`config.mk`:
```
export PLATFORM = sky130hd
export DESIGN_NAME = mmrd_router
export DESIGN_NICKNAME = d
export VERILOG_FILES = /design/src/logic/mmrd_pkg.sv /design/src/logic/mmrd_addr_decode.sv /design/src/logic/mmrd_router.sv
export SDC_FILE = /design/constraint.sdc
export NUM_CORES = 1
export LEC_CHECK = 0
export ABC_AREA = 1
export BUFFER_PORTS_ARGS = -buffer_cell sky130_fd_sc_hd__buf_2
export CAP_MARGIN = 20
export CORE_AREA = 2 2 151 153
export DETAILED_ROUTE_END_ITERATION = 7
export DIE_AREA = 0 0 153 155
export PLACE_DENSITY = 0.7
export SLEW_MARGIN = 10
export SYNTH_ARGS = -nofsm -noshare
export SYNTH_HDL_FRONTEND = slang
export SYNTH_SLANG_ARGS = --single-unit
```
`constraint.sdc`:
```
create_clock -name clk -period 2.9 [get_ports clk]
set_input_delay 0.29 -clock clk [delete_from_list [all_inputs] [get_ports clk]]
set_output_delay 0.29 -clock clk [all_outputs]
set_load 0.05 [all_outputs]
```
`src/logic/mmrd_pkg.sv`:
```
package mmrd_pkg;

   // ----------------------------------------------------------------
   // sizes
   // ----------------------------------------------------------------
   localparam int unsigned NUM_MST   = 2;
   localparam int unsigned NUM_SLV   = 4;   // regular slaves plus the default slave
   localparam int unsigned DEF_SLV   = 3;   // index of the default slave
   localparam int unsigned ADDR_W    = 32;
   localparam int unsigned DATA_W    = 32;
   localparam int unsigned MST_IDX_W = 1;
   localparam int unsigned SLV_IDX_W = 2;
   localparam int unsigned PARTS_W   = 2;
   localparam int unsigned RESP_W    = 2;

   // ----------------------------------------------------------------
   // memory map: base must be a multiple of 2**span
   // ----------------------------------------------------------------
   localparam logic [ADDR_W-1:0] SLV_BASE [NUM_SLV] = '{
      32'h0000_0000, 32'h0001_0000, 32'h0002_0000, 32'h0000_0000};
   localparam int unsigned SLV_SPAN_LOG2 [NUM_SLV] = '{16, 12, 8, 0};

   // per-slave attributes, bit j belongs to slave j
   localparam logic [NUM_SLV-1:0] SLV_SECURE_ONLY   = 4'h2;
   localparam logic [NUM_SLV-1:0] SLV_HAS_RESP      = 4'hD;
   localparam logic [NUM_SLV-1:0] SLV_BRIDGE_NORESP = 4'h4;
   // per-master attribute, bit i belongs to master i
   localparam logic [NUM_MST-1:0] MST_HAS_RESP      = 2'h1;

   // address step between the parts of a split transfer
   localparam logic [ADDR_W-1:0] PART_STEP = 32'h0000_0004;

   // ----------------------------------------------------------------
   // response codes
   // ----------------------------------------------------------------
   localparam logic [RESP_W-1:0] RESP_OKAY   = 2'h0;
   localparam logic [RESP_W-1:0] RESP_EXOKAY = 2'h1;
   localparam logic [RESP_W-1:0] RESP_SLVERR = 2'h2;
   localparam logic [RESP_W-1:0] RESP_DECERR = 2'h3;

   typedef enum logic [1:0] {ST_IDLE, ST_ISSUE, ST_WAIT, ST_DONE} mmrd_state_t;

   // severity: decerr > slverr > okay > exokay
   function automatic logic [RESP_W-1:0] mmrd_rank(input logic [RESP_W-1:0] r);
      mmrd_rank = (r == RESP_OKAY)   ? 2'h1 :
                  (r == RESP_EXOKAY) ? 2'h0 : r;
   endfunction : mmrd_rank

   function automatic logic [RESP_W-1:0] mmrd_worse(input logic [RESP_W-1:0] a,
                                                   input logic [RESP_W-1:0] b);
      mmrd_worse = (mmrd_rank(b) > mmrd_rank(a)) ? b : a;
   endfunction : mmrd_worse

endpackage : mmrd_pkg

```
`src/logic/mmrd_addr_decode.sv`:
```
`timescale 1ns/1ps
`default_nettype none

module mmrd_addr_decode
   import mmrd_pkg::*;
(
   input  wire logic [ADDR_W-1:0]  addr,
   input  wire logic               secure,
   output logic      [NUM_SLV-1:0] hit,
   output logic      [ADDR_W-1:0]  localAddr
);

   logic [NUM_SLV-1:0] rawHit;
   logic [NUM_SLV:0]   seen;
   logic [ADDR_W-1:0]  locAcc [NUM_SLV+1];

   assign seen[0]   = 1'b0;
   assign locAcc[0] = '0;

   // ----------------------------------------------------------------
   // per-slave window compare and local address
   // ----------------------------------------------------------------
   genvar j;
   generate
      for (j = 0; j < NUM_SLV; j++)
      begin : g_slv
         localparam logic [ADDR_W-1:0] SPAN_MASK =
            (ADDR_W'(1) << SLV_SPAN_LOG2[j]) - ADDR_W'(1);
         if (j == DEF_SLV)
         begin : g_def
            // illegal address or security violation lands here
            assign rawHit[j] = 1'b1;
         end
         else
         begin : g_reg
            // only bits above the span are compared
            assign rawHit[j] = ((addr >> SLV_SPAN_LOG2[j]) == (SLV_BASE[j] >> SLV_SPAN_LOG2[j]))
                               && (secure || !SLV_SECURE_ONLY[j]);
         end
         // first hit wins, so exactly one select
         assign hit[j]      = rawHit[j] && !seen[j];
         assign seen[j+1]   = seen[j] || rawHit[j];
         // offset to local zero, upper bits dropped
         assign locAcc[j+1] = locAcc[j] | (hit[j] ? (addr & SPAN_MASK) : '0);
      end
   endgenerate

   assign localAddr = locAcc[NUM_SLV];

endmodule : mmrd_addr_decode

`default_nettype wire

```
`src/logic/mmrd_router.sv`:
```
`timescale 1ns/1ps
`default_nettype none

// Operation
// - both ends respond: slave response goes back to the requesting master
// - split transfers get their responses merged to the master's own sizing
// - slave without response: interconnect returns OKAY itself
// - neither end responds: no response signalling, transfer still completes
// - bridge without responses: generate OKAY there, drop endpoint responses
// - illegal or insecure accesses go to the default slave
// - decoder raises the addressed slave's select
// - slave address is offset to start at local zero
// - one address decoder per master
// - slave sees only the address bits within its span
// - base is a multiple of span; compare only bits above span
// - merged response is the most severe: DECERR, SLVERR, OKAY, EXOKAY
// - split writes and downsized reads return one merged response
module mmrd_router
   import mmrd_pkg::*;
(
   input  wire logic                 clk,
   input  wire logic                 srst,
   input  wire logic [NUM_MST-1:0]   mReq,
   input  wire logic [ADDR_W-1:0]    mAddr       [NUM_MST],
   input  wire logic [NUM_MST-1:0]   mWrite,
   input  wire logic [NUM_MST-1:0]   mSecure,
   input  wire logic [PARTS_W-1:0]   mParts      [NUM_MST],
   input  wire logic [DATA_W-1:0]    mWdata      [NUM_MST],
   output logic      [NUM_MST-1:0]   mAck,
   output logic      [NUM_MST-1:0]   mRespValid,
   output logic      [RESP_W-1:0]    mResp,
   output logic      [DATA_W-1:0]    mRdata,
   output logic      [NUM_SLV-1:0]   sSel,
   output logic      [ADDR_W-1:0]    sAddr,
   output logic                      sWrite,
   output logic      [DATA_W-1:0]    sWdata,
   input  wire logic [NUM_SLV-1:0]   sRespValid,
   input  wire logic [RESP_W-1:0]    sResp       [NUM_SLV],
   input  wire logic [DATA_W-1:0]    sRdata      [NUM_SLV]
);

   // ----------------------------------------------------------------
   // state
   // ----------------------------------------------------------------
   mmrd_state_t          state_r;
   mmrd_state_t          state_nxt;
   logic [MST_IDX_W-1:0] grant_r;
   logic [SLV_IDX_W-1:0] tgt_r;
   logic [ADDR_W-1:0]    addr_r;
   logic [PARTS_W-1:0]   partsLeft_r;
   logic [RESP_W-1:0]    merged_r;
   logic                 first_r;
   logic [NUM_MST-1:0]   mAck_r;
   logic [NUM_MST-1:0]   mRespValid_r;
   logic [RESP_W-1:0]    mResp_r;
   logic [DATA_W-1:0]    mRdata_r;
   logic [NUM_SLV-1:0]   sSel_r;
   logic [ADDR_W-1:0]    sAddr_r;
   logic                 sWrite_r;
   logic [DATA_W-1:0]    sWdata_r;

   // ----------------------------------------------------------------
   // decoders, one per master
   // ----------------------------------------------------------------
   logic [NUM_SLV-1:0]   hitM  [NUM_MST];
   logic [ADDR_W-1:0]    locM  [NUM_MST];
   logic [NUM_MST:0]     reqSeen;
   logic [MST_IDX_W-1:0] gntAcc [NUM_MST+1];

   assign reqSeen[0] = 1'b0;
   assign gntAcc[0]  = '0;

   genvar i;
   generate
      for (i = 0; i < NUM_MST; i++)
      begin : g_mst
         mmrd_addr_decode u_dec (
            .addr      (mAddr[i]),
            .secure    (mSecure[i]),
            .hit       (hitM[i]),
            .localAddr (locM[i])
         );
         // fixed priority, lowest index first
         assign gntAcc[i+1]  = gntAcc[i] |
                               ((mReq[i] && !reqSeen[i]) ? MST_IDX_W'(i) : '0);
         assign reqSeen[i+1] = reqSeen[i] || mReq[i];
      end
   endgenerate

   wire                 reqAny = reqSeen[NUM_MST];
   wire [MST_IDX_W-1:0] gntIdx = gntAcc[NUM_MST];

   // one-hot hit of the granted master to slave index
   logic [SLV_IDX_W-1:0] tgtAcc [NUM_SLV+1];
   assign tgtAcc[0] = '0;

   genvar j;
   generate
      for (j = 0; j < NUM_SLV; j++)
      begin : g_tgt
         assign tgtAcc[j+1] = tgtAcc[j] | (hitM[gntIdx][j] ? SLV_IDX_W'(j) : '0);
      end
   endgenerate

   wire [SLV_IDX_W-1:0] tgtIdx = tgtAcc[NUM_SLV];

   // ----------------------------------------------------------------
   // response handling
   // ----------------------------------------------------------------
   // a non-responding bridge masks the endpoint's response
   wire tgtResponds = SLV_HAS_RESP[tgt_r] && !SLV_BRIDGE_NORESP[tgt_r];
   // without a response path the part ends in the same cycle that select is high
   wire partDone = (state_r == ST_WAIT) && (!tgtResponds || sRespValid[tgt_r]);
   // pass through unchanged, or stand in with okay
   wire [RESP_W-1:0] partResp = tgtResponds ? sResp[tgt_r] : RESP_OKAY;
   // worst response wins across parts
   wire [RESP_W-1:0] mergedNxt = first_r ? partResp : mmrd_worse(merged_r, partResp);
   wire lastPart = (partsLeft_r == '0);

   // later parts wrap inside the target's span, no bit above it leaks
   wire [ADDR_W-1:0] spanMask = (ADDR_W'(1) << SLV_SPAN_LOG2[tgt_r]) - ADDR_W'(1);
   wire [ADDR_W-1:0] nextAddr = (addr_r + PART_STEP) & spanMask;

   // done always falls back to idle: one idle cycle between grants
   assign state_nxt = (state_r == ST_IDLE)  ? (reqAny ? ST_ISSUE : ST_IDLE) :
                      (state_r == ST_ISSUE) ? ST_WAIT :
                      (state_r == ST_WAIT)  ? (!partDone ? ST_WAIT :
                                               lastPart  ? ST_DONE : ST_ISSUE) :
                      ST_IDLE;

   // ----------------------------------------------------------------
   // sequencing
   // ----------------------------------------------------------------
   always_ff @(posedge clk)
   begin
      if (srst)
      begin
         state_r      <= ST_IDLE;
         grant_r      <= '0;
         tgt_r        <= '0;
         addr_r       <= '0;
         partsLeft_r  <= '0;
         merged_r     <= RESP_OKAY;
         first_r      <= 1'b0;
         mAck_r       <= '0;
         mRespValid_r <= '0;
         mResp_r      <= RESP_OKAY;
         mRdata_r     <= '0;
         sSel_r       <= '0;
         sAddr_r      <= '0;
         sWrite_r     <= 1'b0;
         sWdata_r     <= '0;
      end
      else
      begin
         state_r      <= state_nxt;
         sSel_r       <= '0;
         mAck_r       <= '0;
         mRespValid_r <= '0;
         unique case (state_r)
            ST_IDLE:
               // busy requests wait here; the master keeps its request up
               if (reqAny)
               begin
                  grant_r     <= gntIdx;
                  tgt_r       <= tgtIdx;
                  addr_r      <= locM[gntIdx];
                  sWrite_r    <= mWrite[gntIdx];
                  sWdata_r    <= mWdata[gntIdx];
                  partsLeft_r <= mParts[gntIdx];
                  first_r     <= 1'b1;
               end
            ST_ISSUE:
            begin
               sSel_r[tgt_r] <= 1'b1;
               sAddr_r       <= addr_r;
            end
            ST_WAIT:
               if (partDone)
               begin
                  merged_r <= mergedNxt;
                  first_r  <= 1'b0;
                  if (tgtResponds)
                     mRdata_r <= sRdata[tgt_r];
                  if (lastPart)
                  begin
                     // one merged answer per master transfer
                     mAck_r[grant_r]       <= 1'b1;
                     // only a responding master gets a response
                     mRespValid_r[grant_r] <= MST_HAS_RESP[grant_r];
                     mResp_r               <= mergedNxt;
                  end
                  else
                  begin
                     partsLeft_r <= partsLeft_r - PARTS_W'(1);
                     addr_r      <= nextAddr;
                  end
               end
            ST_DONE:
               first_r <= 1'b0;
         endcase
      end
   end

   // ----------------------------------------------------------------
   // outputs, all straight from flops
   // ----------------------------------------------------------------
   assign mAck       = mAck_r;
   assign mRespValid = mRespValid_r;
   assign mResp      = mResp_r;
   assign mRdata     = mRdata_r;
   assign sSel       = sSel_r;
   assign sAddr      = sAddr_r;
   assign sWrite     = sWrite_r;
   assign sWdata     = sWdata_r;

endmodule : mmrd_router

`default_nettype wire

```
==> results of run 1 <==
## worst max-delay path: cells and delay by family, from the launching register on
family | cells | cell delay (ns)
buf+inv | 4 | 0.28
compound gates | 3 | 0.25
flops | 1 | 0.48
simple gates | 6 | 0.70
fa+ha+maj | 3 | 0.75
## layout by cell type, fill, tap and decap left out, types with 5 or more instances in the layout
master       n
o21ai_0    162
clkbuf_16   17
xor2_1       5
nor3_1      11
a21oi_2     13
a21oi_1    150
nand3_2      5
dfxtp_1    146
nor2_1     199
inv_1       83
buf_2      385
nor2_2       6
diode_2      7
inv_2        9
nand3_1     78
ha_1        17
buf_4       15
nand2_1    211
o22ai_1     34
nand2_2      5
nand4_1     16
## kinds of logic (layout without fill, tap and decap cells)
kind of cell / count (synthesis) / in the layout
buffers and inverters: 177 / 529
AO/OA/AOI/OAI: 370 / 370
AND/OR/NAND/NOR: 542 / 542
flip-flops: 147 / 147
other: 1 / 8
XOR/XNOR: 6 / 6
adder cells (fa/ha/maj): 17 / 17
## power groups by stage
stage | Combinational (uW) | Clock (uW) | Sequential, uW
floorplan | 1210 | 0 | 3020
global placement | 2420 | 0 | 2460
detailed placement | 2450 | 0 | 2460
CTS | 2460 | 2370 | 2420
global route | 2690 | 2450 | 2460
finish | 2460 | 2330 | 2430
## worst max-delay path by stage
| stage | slack, ns | startpoint | endpoint |
|---|---|---|---|
| floorplan | 0.006 | tgt_r[0]$_SDFFE_PP0P_ | mResp[1]$_SDFFE_PP0P_ |
| CTS | 0.23 | tgt_r[0]$_SDFFE_PP0P_ | mResp[1]$_SDFFE_PP0P_ |
| global placement | 0.37 | tgt_r[0]$_SDFFE_PP0P_ | mResp[1]$_SDFFE_PP0P_ |
| finish | 0.29 | tgt_r[1]$_SDFFE_PP0P_ | mResp[1]$_SDFFE_PP0P_ |
| detailed placement | 0.27 | tgt_r[0]$_SDFFE_PP0P_ | mResp[1]$_SDFFE_PP0P_ |
| global route | 0.03 | tgt_r[1]$_SDFFE_PP0P_ | mResp[1]$_SDFFE_PP0P_ |
## Yosys cell counts (2+ instances only)
master | n | area share
nand3_1 | 78 | 0.047
clkbuf_1 | 43 | 0.019
o21ai_0 | 162 | 0.098
a211oi_2 | 2 | 0.0030
inv_4 | 2 | 0.0015
a21oi_1 | 150 | 0.090
nand3_2 | 5 | 0.0060
nor3_4 | 2 | 0.0039
nand4_1 | 16 | 0.012
dfxtp_1 | 147 | 0.35
nor2_1 | 199 | 0.090
nor3_1 | 11 | 0.0066
ha_1 | 17 | 0.026
buf_2 | 22 | 0.013
xor2_1 | 5 | 0.0053
inv_1 | 83 | 0.038
buf_4 | 8 | 0.0072
o21ai_1 | 5 | 0.0030
inv_2 | 9 | 0.0041
buf_6 | 6 | 0.0081
nor2_2 | 6 | 0.0045
nand2_1 | 212 | 0.096
a21oi_2 | 13 | 0.014
o22ai_1 | 34 | 0.026
nand2_2 | 4 | 0.0030
nand4_2 | 2 | 0.0030
## per-stage QoR
step / worst slack [ns] / power [uW] / area (sq um) / cells / utilization
3_5_place_dp: 0.265 / 4910 / 10300 / 1865 / 0.463
3_3_place_gp: 0.375 / 4880 / 10300 / 1865 / 0.463
5_1_grt: 0.0336 / 7590 / 10900 / 1904 / 0.492
4_1_cts: 0.231 / 7250 / 10900 / 1897 / 0.491
6_report: 0.293 / 7220 / 10900 / 1904 / 0.492
2_1_floorplan: 0.00622 / 4240 / 8300 / 1260 / -
## area by class of cell
cell class / count / share of cell area
diodes: 7 / 0.00160
clock buffers: 19 / 0.0405
clock inverters: 13 / 0.0157
inverters: 96 / 0.0339
multi-input cells: 936 / 0.418
flip-flops and latches: 147 / 0.269
well taps: 285 / 0.0326
repair buffers: 401 / 0.188
## per-layer routing
| metal | part of all wire | GRT usage | vias to the layer above |
|---|---|---|---|
| met5 | 0 | 0 | - |
| met4 | 0.020 | 0.0886 | 0 |
| met3 | 0.060 | 0.0482 | 35 |
| met2 | 0.49 | 0.409 | 368 |
| met1 | 0.43 | 0.315 | 4550 |
| li1 | - | - | 4883 |
## sequential cells by signal, indices dropped and copies added, names as in the netlist
register,count
sWrite,1
first_r,1
addr_r,32
mResp,2
sAddr,32
sWdata,32
partsLeft_r,2
grant_r,1
merged_r,2
state_r,2
sSel,4
mRdata,32
tgt_r,2
mAck,2
==> impl_metrics.py, run 1 <==
metrics = {
    "layout": {
        "seqCellArea_sq_mm": 0.00295,
        "number_of_nets_in_the_finished_design": 1896,
        "post_route_cells_drive_above_1_share": 0.301,
        "multiInputGateArea_sq_mm": 0.00457,
        "syn2layout_area_growth_pct": 31.8,
        "filler_cell_count": 2283,
    },
    "floorplan": {
        "effective_utilization_at_floorplan": 0.373,
        "ioPinCount": 387,
        "die_area_sq_mm": 0.0237,
        "core_region_area_sq_mm": 0.0222,
        "floorplan.rows": 55,
        "die_w_um": 153,
        "chipHeight_um": 155,
    },
    "hold_path": {
        "min-delay-start": "mWdata[8]",
        "min_delay_worst_endpoint": "sWdata[8]$_SDFFE_PP0P_",
        "timing.hold.worst.class": "in -> reg",
        "holdPathStages": 3,
    },
    "setup_path": {
        "worst_ep_arrival_time_ns": 2.90,
        "timing.reg2reg.setup_slack_ns": 0.29,
        "worstSetupPathType": "reg -> reg",
        "critical_path.endpoint_type": "flop",
        "cp_peak_stage_delay_ns": 0.48,
        "critical-path-slowest-cell": "dfxtp_1",
        "worst_r2r_path_depth": 16,
        "crit_path_start_kind": "flop",
        "cp_max_fo": 10,
        "worst_r2r_startpoint": "tgt_r[1]$_SDFFE_PP0P_",
        "worstReg2RegEnd": "mResp[1]$_SDFFE_PP0P_",
        "crit_chain": "inv_4, ha_1, inv_1, nand2_1, inv_1, ha_1, nor3_1, ha_1, inv_1, nor2_1, o21ai_0, nand2_1, nor2_1, a21oi_1, nor2_1, a21oi_1",
        "critPathRequiredTime_ns": 3.19,
    },
    "timing": {
        "layout_worst_path_cycle_share": 0.899,
        "fin_crit_ns": 2.61,
        "max_freq_mhz": 384,
        "slew_headroom": 0.601,
        "fin_worst_hold_slack_ns": 0.103,
        "clock_skew_ns": 0.0249,
        "tightest_slew_ns": 0.598,
        "timing.final.setup_violations": 0,
        "setup_tns_ns": 0,
        "timing.final.max_slew_violations": 0,
        "final-hold-violation-count": 0,
        "grt_setup_unrepaired": "false",
    },
    "cts": {
        "clock-sinks": 147,
        "cts_buffers": 17,
        "clock-root-buffer": "clkbuf_16",
        "worst_setup_hold_path_clk_slew_ns": 0.08,
        "cts_tree": "done",
        "cts_max_level": 4,
        "cts.repair.resized": 0,
        "cts_max_path_buffers": 2,
        "cts-hold-fix-buffers": 0,
        "clk_latency_ns": 0.43,
        "cts_post_setup_buffers_inserted": 0,
    },
    "power_and_ir_drop": {
        "seqPwrFrac": 0.336,
        "peakVddDrop_uv": 401,
        "share_clk_of_total_power": 0.323,
        "total_switching_power_uw": 2860,
        "internal_power_uw": 4350,
        "power_density_mw_per_mm2": 660,
        "fraction_of_power_spent_switching_nets": 0.397,
        "power_frac_comb": 0.341,
        "power.leakage_uw": 0.00520,
    },
    "synthesis": {
        "synth.net_count": 1557,
        "post_synth_and_or_nand_nor_area_fraction": 0.281,
        "synth_xor_xnor_area_share": 0.00633,
        "synth-seq-cells": 147,
        "synth_top_family_by_area": "simple AND/OR/NAND/NOR gates",
        "yosysSeqAreaShare": 0.355,
        "share_of_the_synthesized_area_in_compound_gates_ao_oa_aoi_oai": 0.237,
        "synth_async_sr_flop_share": 0,
        "syn_area_sq_mm": 0.00830,
        "synth_area_per_cell_sq_um": 6.58,
        "synth-edff-count": 0,
        "synth_fa_ha_area_frac": 0.0256,
        "postSynthCellCount": 1260,
        "yosysUniqueCellTypes": 43,
        "synthFlopType": "dfxtp_1",
        "synth-warning-count": 0,
        "yosys-mux-area-fraction": 0,
    },
    "routing": {
        "drt_first_pass_iters": 5,
        "drcViolationCount": 0,
        "finalWirelength_um": 30400,
        "antenna_violating_nets_post_route": 0,
        "routedWlPerCell_um": 16.0,
        "initialDrtViolationCount": 621,
        "drt-vias-per-instance": 5.17,
        "count_of_vias_placed_by_the_detailed_router": 9836,
    },
    "grt": {
        "grt_start_max_net_pins": 63,
        "grt_use_total": 0.244,
        "grt_first_pass_wirelength_um": 46900,
        "grt_overflow_total": 0,
        "grt_antenna_before_repair": 7,
        "first_global_vias": 8960,
    },
    "flow_run": {
        "maxCapViolCount": 0,
    },
    "run_status": {
        "status": "finished, final reports clean",
    },
    "placed_design": {
        "routabilityCongestion": 0.911,
        "dp.final_hpwl_um": 23000,
        "io_buffers": 385,
    },
}
Power figures use the tool's default switching activity.
==> run 2: changes to the inputs <==
Settings changed: ABC_AREA 1 to not set, PLACE_DENSITY 0.7 to 0.67.
==> run 2 against run 1 <==
Against the previous run: combinational power fell by 20%; critical path depth fell by 4; clock-buffer cell count fell by 1; via count fell by 15%; highest routed layer is now met5; sequential power fell by 6%; synthesized cell count fell by 26%; cell area fell by 3.9%; setup slack got worse by 0.13 ns; non-clock buffer count rose by 12; largest power group is now sequential cells; hold slack improved by 0.022 ns; clock skew fell by 0.011 ns; die area did not move.
==> impl_metrics.py, run 2 <==
metrics = {
    "routing": {
        "drcViolationCount": 0,
        "drt-vias-per-instance": 5.26,
        "finalWirelength_um": 29400,
        "count_of_vias_placed_by_the_detailed_router": 8350,
        "initialDrtViolationCount": 518,
        "routedWlPerCell_um": 18.5,
        "antenna_violating_nets_post_route": 0,
        "drt_first_pass_iters": 5,
    },
    "synthesis": {
        "synth_async_sr_flop_share": 0,
        "synth-edff-count": 0,
        "synth-warning-count": 0,
        "synth.top_cells.by_area": "dfxtp_1, nand2_1, mux4_2",
        "synth_area_per_cell_sq_um": 8.29,
        "post-synth-top-count-cell": "nand2_1",
        "yosys-top-cells-count": "nand2_1, dfxtp_1, a21oi_1, nor2_1, clkbuf_1",
        "syn_area_sq_mm": 0.00768,
        "postSynthCellCount": 927,
        "yosysSeqAreaShare": 0.383,
        "synthFlopType": "dfxtp_1",
        "synth-seq-cells": 147,
        "synth_largest_type_area_fraction": 0.383,
        "synth.net_count": 1224,
        "yosysUniqueCellTypes": 64,
        "synth_top_area_cell": "dfxtp_1",
    },
    "setup_path": {
        "worstSetupPathType": "reg -> reg",
        "timing.critical_path.to": "mResp[0]$_SDFFE_PP0P_",
        "worstReg2RegEnd": "mResp[0]$_SDFFE_PP0P_",
        "worst_ep_arrival_time_ns": 3.06,
        "critical_path.endpoint_type": "flop",
        "critPathRequiredTime_ns": 3.22,
        "worst_r2r_path_depth": 12,
        "crit_path_start_kind": "flop",
        "setup.worst_path.start": "tgt_r[0]$_SDFFE_PP0P_",
        "timing.reg2reg.setup_slack_ns": 0.16,
        "worst_r2r_startpoint": "tgt_r[0]$_SDFFE_PP0P_",
        "cp_max_fo": 5,
    },
    "timing": {
        "fin_crit_ns": 2.74,
        "clock_skew_ns": 0.0136,
        "timing.final.max_slew_violations": 0,
        "setup_tns_ns": 0,
        "layout_worst_path_cycle_share": 0.944,
        "slew_headroom": 0.464,
        "max_freq_mhz": 365,
        "final-hold-violation-count": 0,
        "timing.final.setup_violations": 0,
        "tightest_slew_ns": 0.793,
        "grt_setup_unrepaired": "false",
    },
    "floorplan": {
        "floorplan.rows": 55,
        "chipHeight_um": 155,
        "die_area_sq_mm": 0.0237,
        "die_w_um": 153,
        "ioPinCount": 387,
        "effective_utilization_at_floorplan": 0.346,
        "core_region_area_sq_mm": 0.0222,
    },
    "layout": {
        "syn2layout_area_growth_pct": 36.9,
        "layout_commonest_cell": "buf_2",
        "number_of_nets_in_the_finished_design": 1586,
        "post_route_cells_drive_above_1_share": 0.381,
        "filler_cell_count": 2280,
        "layout_common_cells": "buf_2, nand2_1, dfxtp_1",
        "utilization": 0.473,
    },
    "run_status": {
        "status": "finished, final reports clean",
    },
    "hold_path": {
        "timing.hold.worst.class": "in -> reg",
    },
    "power_and_ir_drop": {
        "power_frac_comb": 0.302,
        "fraction_of_power_spent_switching_nets": 0.351,
        "seqPwrFrac": 0.350,
        "power.leakage_uw": 0.00459,
        "total_switching_power_uw": 2290,
        "power_density_mw_per_mm2": 621,
        "internal_power_uw": 4240,
        "peakVddDrop_uv": 360,
        "share_clk_of_total_power": 0.349,
    },
    "cts": {
        "cts_buffers": 17,
        "cts-hold-fix-buffers": 0,
        "cts_tree": "done",
        "worst_setup_hold_path_clk_slew_ns": 0.07,
        "clk_latency_ns": 0.42,
        "cts_max_path_buffers": 2,
        "cts_max_level": 4,
        "clock-sinks": 147,
        "clock-root-buffer": "clkbuf_16",
    },
    "grt": {
        "first_global_vias": 7687,
        "grt_start_max_net_pins": 73,
        "grt_overflow_total": 0,
        "grt_antenna_before_repair": 1,
        "grt_use_total": 0.235,
        "grt_first_pass_wirelength_um": 43300,
    },
    "placed_design": {
        "routabilityCongestion": 0.925,
        "io_buffers": 385,
        "dp.final_hpwl_um": 23500,
    },
    "flow_run": {
        "maxCapViolCount": 0,
    },
}
==> run 2: how the worst min path moves through the flow <==
| stage | from | endpoint | depth (start not counted) |
|---|---|---|---|
| 3_3_place_gp | mRdata[16]$_SDFFE_PP0P_ | mRdata[16]$_SDFFE_PP0P_ | 2 |
| 3_5_place_dp | mRdata[17]$_SDFFE_PP0P_ | mRdata[17]$_SDFFE_PP0P_ | 2 |
| 5_1_grt | mWdata[19] | sWdata[19]$_SDFFE_PP0P_ | 3 |
| 2_1_floorplan | mReq[0] | grant_r$_SDFFE_PP0P_ | 1 |
| 6_report | mWdata[31] | sWdata[31]$_SDFFE_PP0P_ | 3 |
| 4_1_cts | mWdata[24] | sWdata[24]$_SDFFE_PP0P_ | 3 |
==> run 2: per-layer routing <==
layer | share of wire | vias up | global-route usage
met5 | 0.00065 | - | 0
li1 | - | 4076 | -
met3 | 0.059 | 38 | 0.0468
met1 | 0.41 | 3923 | 0.299
met2 | 0.49 | 311 | 0.391
met4 | 0.037 | 2 | 0.101
==> run 2: final cells by class <==
class,count,area (sq um),area share
Multi-Input combinational cell,690,4380,0.416
Sequential cell,147,2950,0.280
Timing Repair Buffer,413,2150,0.205
Clock buffer,18,429,0.0408
Tap cell,285,357,0.0339
Clock inverter,13,174,0.0165
Inverter,20,75.1,0.00714
Antenna cell,1,2.50,0.000238
==> run 2: cells by family (layout without fill, tap and decap cells) <==
group / Yosys count / after routing / share of synthesized area
AOI/OAI and AO/OA: 212 / 212 / 0.177
xor gates and xnor gates: 5 / 5 / 0.00570
adders and majority gates: 17 / 17 / 0.0277
buffers and inverters: 90 / 464 / 0.0495
DFF: 147 / 147 / 0.383
muxes: 39 / 39 / 0.106
other: 1 / 2 / 0.000488
and+or+nand+nor: 416 / 416 / 0.250
==> run 2: power by group through the flow <==
| stage | Sequential (uW) | Combinational (uW) | Clock (uW) |
|---|---|---|---|
| 3_5_place_dp | 2330 | 1980 | 0 |
| 6_report | 2280 | 1970 | 2280 |
| 4_1_cts | 2280 | 1990 | 2320 |
| 2_1_floorplan | 2700 | 957 | 0 |
| 3_3_place_gp | 2320 | 1960 | 0 |
| 5_1_grt | 2300 | 2120 | 2410 |
==> run 2: per-stage QoR <==
stage / hold slack, ns / total power [uW] / area, sq um / std cells / setup WS [ns]
floorplan: 0.387 / 3660 / 7720 / 927 / 0.00121
global placement: 0.439 / 4280 / 9910 / 1555 / 0.253
detailed placement: 0.444 / 4310 / 9910 / 1555 / 0.185
CTS: 0.111 / 6590 / 10500 / 1586 / 0.160
global route: 0.122 / 6830 / 10500 / 1586 / 0.000444
finish: 0.125 / 6530 / 10500 / 1587 / 0.163
==> run 2: what timing repair did <==
item / in CTS / in global routing
setup endpoints to repair: 0 / 1
buffers inserted: 0 / 0
gates resized for setup: 0 / 1
==> run 2: critical path, cell delays in order, from the launching register on <==
cell,delay (ns)
dfxtp_2,0.34
inv_2,0.07
ha_1,0.34
a211oi_2,0.31
inv_1,0.13
ha_1,0.20
nor3_1,0.20
ha_1,0.27
nor2b_1,0.15
o21ai_1,0.15
nand2_1,0.12
mux2i_1,0.13
a211oi_1,0.24
==> run 3: changes to the inputs <==
Settings changed: CELL_PAD_IN_SITES_DETAIL_PLACEMENT set to 0, CELL_PAD_IN_SITES_GLOBAL_PLACEMENT set to 1, CORE_AREA 2 2 151 153 to not set, CORE_MARGIN set to 2, CORE_UTILIZATION set to 30, CTS_BUF_LIST set to sky130_fd_sc_hd__clkbuf_2 sky130_fd_sc_hd__clkbuf_4 sky130_fd_sc_hd__clkbuf_8, DIE_AREA 0 0 153 155 to not set, PLACE_DENSITY 0.67 to 0.8, SETUP_SLACK_MARGIN set to 0.3.
==> run 3 against run 2 <==
Against the previous run: cell area is 0.87% lower; critical path depth is 1 lower; fmax is 9.3% higher; first-iteration DRC count is 5.0% higher; critical path type unchanged; global-route usage is 4.4 points lower; final cell count is 2.7% higher; highest routed layer unchanged; power is 11% lower.
==> impl_metrics.py, run 3 (synthesized netlist as in run 2, its figures left out) <==
metrics = {
    "layout": {
        "layout_common_cells": "buf_2, nand2_1, dfxtp_1",
        "utilization": 0.414,
        "antenna_cells_inserted": 0,
        "syn2layout_area_growth_pct": 35.7,
        "number_of_nets_in_the_finished_design": 1584,
        "layout_commonest_cell": "buf_2",
        "post_route_cells_drive_above_1_share": 0.389,
    },
    "routing": {
        "drcViolationCount": 0,
        "antenna_violating_nets_post_route": 0,
        "initialDrtViolationCount": 544,
        "drt_first_pass_iters": 5,
        "routedWlPerCell_um": 16.6,
        "count_of_vias_placed_by_the_detailed_router": 8173,
        "drt-vias-per-instance": 5.01,
        "finalWirelength_um": 27100,
    },
    "cts": {
        "clock-root-buffer": "clkbuf_8",
        "cts_buffers": 17,
        "cts-hold-fix-buffers": 0,
        "cts_tree": "done",
        "worst_setup_hold_path_clk_slew_ns": 0.10,
        "clk_latency_ns": 0.45,
        "cts_max_path_buffers": 2,
        "cts_max_level": 4,
        "clock-sinks": 147,
    },
    "setup_path": {
        "worst_r2r_startpoint": "tgt_r[0]$_SDFFE_PP0P_",
        "critical_path.endpoint_type": "flop",
        "worstReg2RegEnd": "merged_r[1]$_SDFFE_PP0P_",
        "critical-path-slowest-cell": "mux4_2",
        "worst_r2r_path_depth": 11,
        "critPathRequiredTime_ns": 3.23,
        "worst_ep_arrival_time_ns": 2.83,
        "critPathTopFamily": "multiplexers",
        "cp_peak_stage_delay_ns": 0.52,
        "crit_buf_inv": 1,
        "crit_path_start_kind": "flop",
        "cp_max_fo": 4,
        "timing.reg2reg.setup_slack_ns": 0.39,
        "worstSetupPathType": "reg -> reg",
        "crit_chain": "mux4_2, nor2b_4, inv_1, ha_2, nor3_2, ha_1, nor2b_1, o21ai_1, a21oi_1, mux2i_1, nor2_1",
    },
    "power_and_ir_drop": {
        "peakVddDrop_uv": 237,
        "share_clk_of_total_power": 0.269,
        "power_density_mw_per_mm2": 560,
        "power_frac_comb": 0.339,
        "power.leakage_uw": 0.00449,
        "total_switching_power_uw": 2260,
        "fraction_of_power_spent_switching_nets": 0.388,
        "seqPwrFrac": 0.393,
        "post-layout-total-power_uw": 5830,
        "internal_power_uw": 3570,
    },
    "grt": {
        "grt_first_pass_wirelength_um": 40400,
        "grt_antenna_before_repair": 2,
        "grt_use_total": 0.191,
        "first_global_vias": 7811,
        "grt_start_max_net_pins": 69,
        "grt_overflow_total": 0,
    },
    "timing": {
        "timing.final.max_slew_violations": 0,
        "setup_tns_ns": 0,
        "layout_worst_path_cycle_share": 0.864,
        "fin_crit_ns": 2.51,
        "final-hold-violation-count": 0,
        "timing.final.setup_violations": 0,
        "max_freq_mhz": 399,
        "slew_headroom": 0.482,
        "grt_setup_unrepaired": "true",
        "tightest_slew_ns": 0.766,
        "clock_skew_ns": 0.0140,
    },
    "hold_path": {
        "min-delay-start": "mWdata[27]",
        "min_delay_worst_endpoint": "sWdata[27]$_SDFFE_PP0P_",
        "holdPathStages": 3,
        "timing.hold.worst.class": "in -> reg",
    },
    "flow_run": {
        "maxCapViolCount": 0,
    },
    "floorplan": {
        "floorplan.rows": 58,
        "die_w_um": 164,
        "core_region_area_sq_mm": 0.0252,
        "die_area_sq_mm": 0.0269,
        "chipHeight_um": 164,
        "ioPinCount": 387,
        "effective_utilization_at_floorplan": 0.305,
    },
    "placed_design": {
        "io_buffers": 385,
        "dp.final_hpwl_um": 20800,
        "routabilityCongestion": 0.837,
    },
    "run_status": {
        "status": "finished, final reports clean",
    },
}
==> run 3: timing repair <==
item	4_1_cts	5_1_grt
pin swaps	5	8
gates resized for setup	4	7
setup endpoints to repair	4	22
setup buffers	5	4
endpoints found under the hold margin	0	0
==> run 3: layout make-up <==
cell class                 count  area, sq um
clock buffer                  19          262
sequential                   147         2950
tap                          330          413
multi-input combinational    690         4450
inverter                      20         85.1
fill                        2656        14800
clock inverter                13          116
timing repair buffer         411         2150
==> run 3: worst max-delay path by stage <==
stage,startpoint,to,cells after the start
final,tgt_r[0]$_SDFFE_PP0P_,merged_r[1]$_SDFFE_PP0P_,11
after global routing,tgt_r[1]$_SDFFE_PP0P_,mResp[0]$_SDFFE_PP0P_,12
after CTS,tgt_r[0]$_SDFFE_PP0P_,addr_r[11]$_SDFFE_PP0P_,6
after detailed placement,tgt_r[0]$_SDFFE_PP0P_,mResp[1]$_SDFFE_PP0P_,12
after global placement,tgt_r[0]$_SDFFE_PP0P_,mResp[0]$_SDFFE_PP0P_,12
after floorplan,tgt_r[0]$_SDFFE_PP0P_,mResp[0]$_SDFFE_PP0P_,15
==> run 3: power by group through the flow <==
| stage | Sequential [uW] | Combinational, uW | Clock (uW) |
|---|---|---|---|
| 3_3_place_gp | 2340 | 1860 | 0 |
| 5_1_grt | 2310 | 2140 | 1720 |
| 6_report | 2290 | 1970 | 1570 |
| 3_5_place_dp | 2350 | 1880 | 0 |
| 4_1_cts | 2290 | 1930 | 1640 |
| 2_1_floorplan | 2700 | 981 | 0 |
==> run 3: routing by layer <==
layer | GRT usage | routed length, um
met5 | 0 | 7
met4 | 0.0403 | 301
met3 | 0.0492 | 2010
met2 | 0.337 | 13400
met1 | 0.234 | 11300
==> run 3: through the flow <==
stage	setup WS [ns]	area, sq um	hold WS (ns)	std cells
6_report	0.395	10400	0.0801	1630
3_3_place_gp	0.277	9900	0.439	1589
4_1_cts	0.312	10300	0.0398	1626
2_1_floorplan	0.143	7770	0.387	927
3_5_place_dp	0.177	9900	0.443	1589
5_1_grt	0.220	10400	0.0535	1630
==> run 3: worst min-delay path, delay by kind of cell <==
kind	cells	cell delay, ns
AND/OR/NAND/NOR	1	0.04
AO/OA/AOI/OAI	1	0.07
buffers and inverters	1	0.09
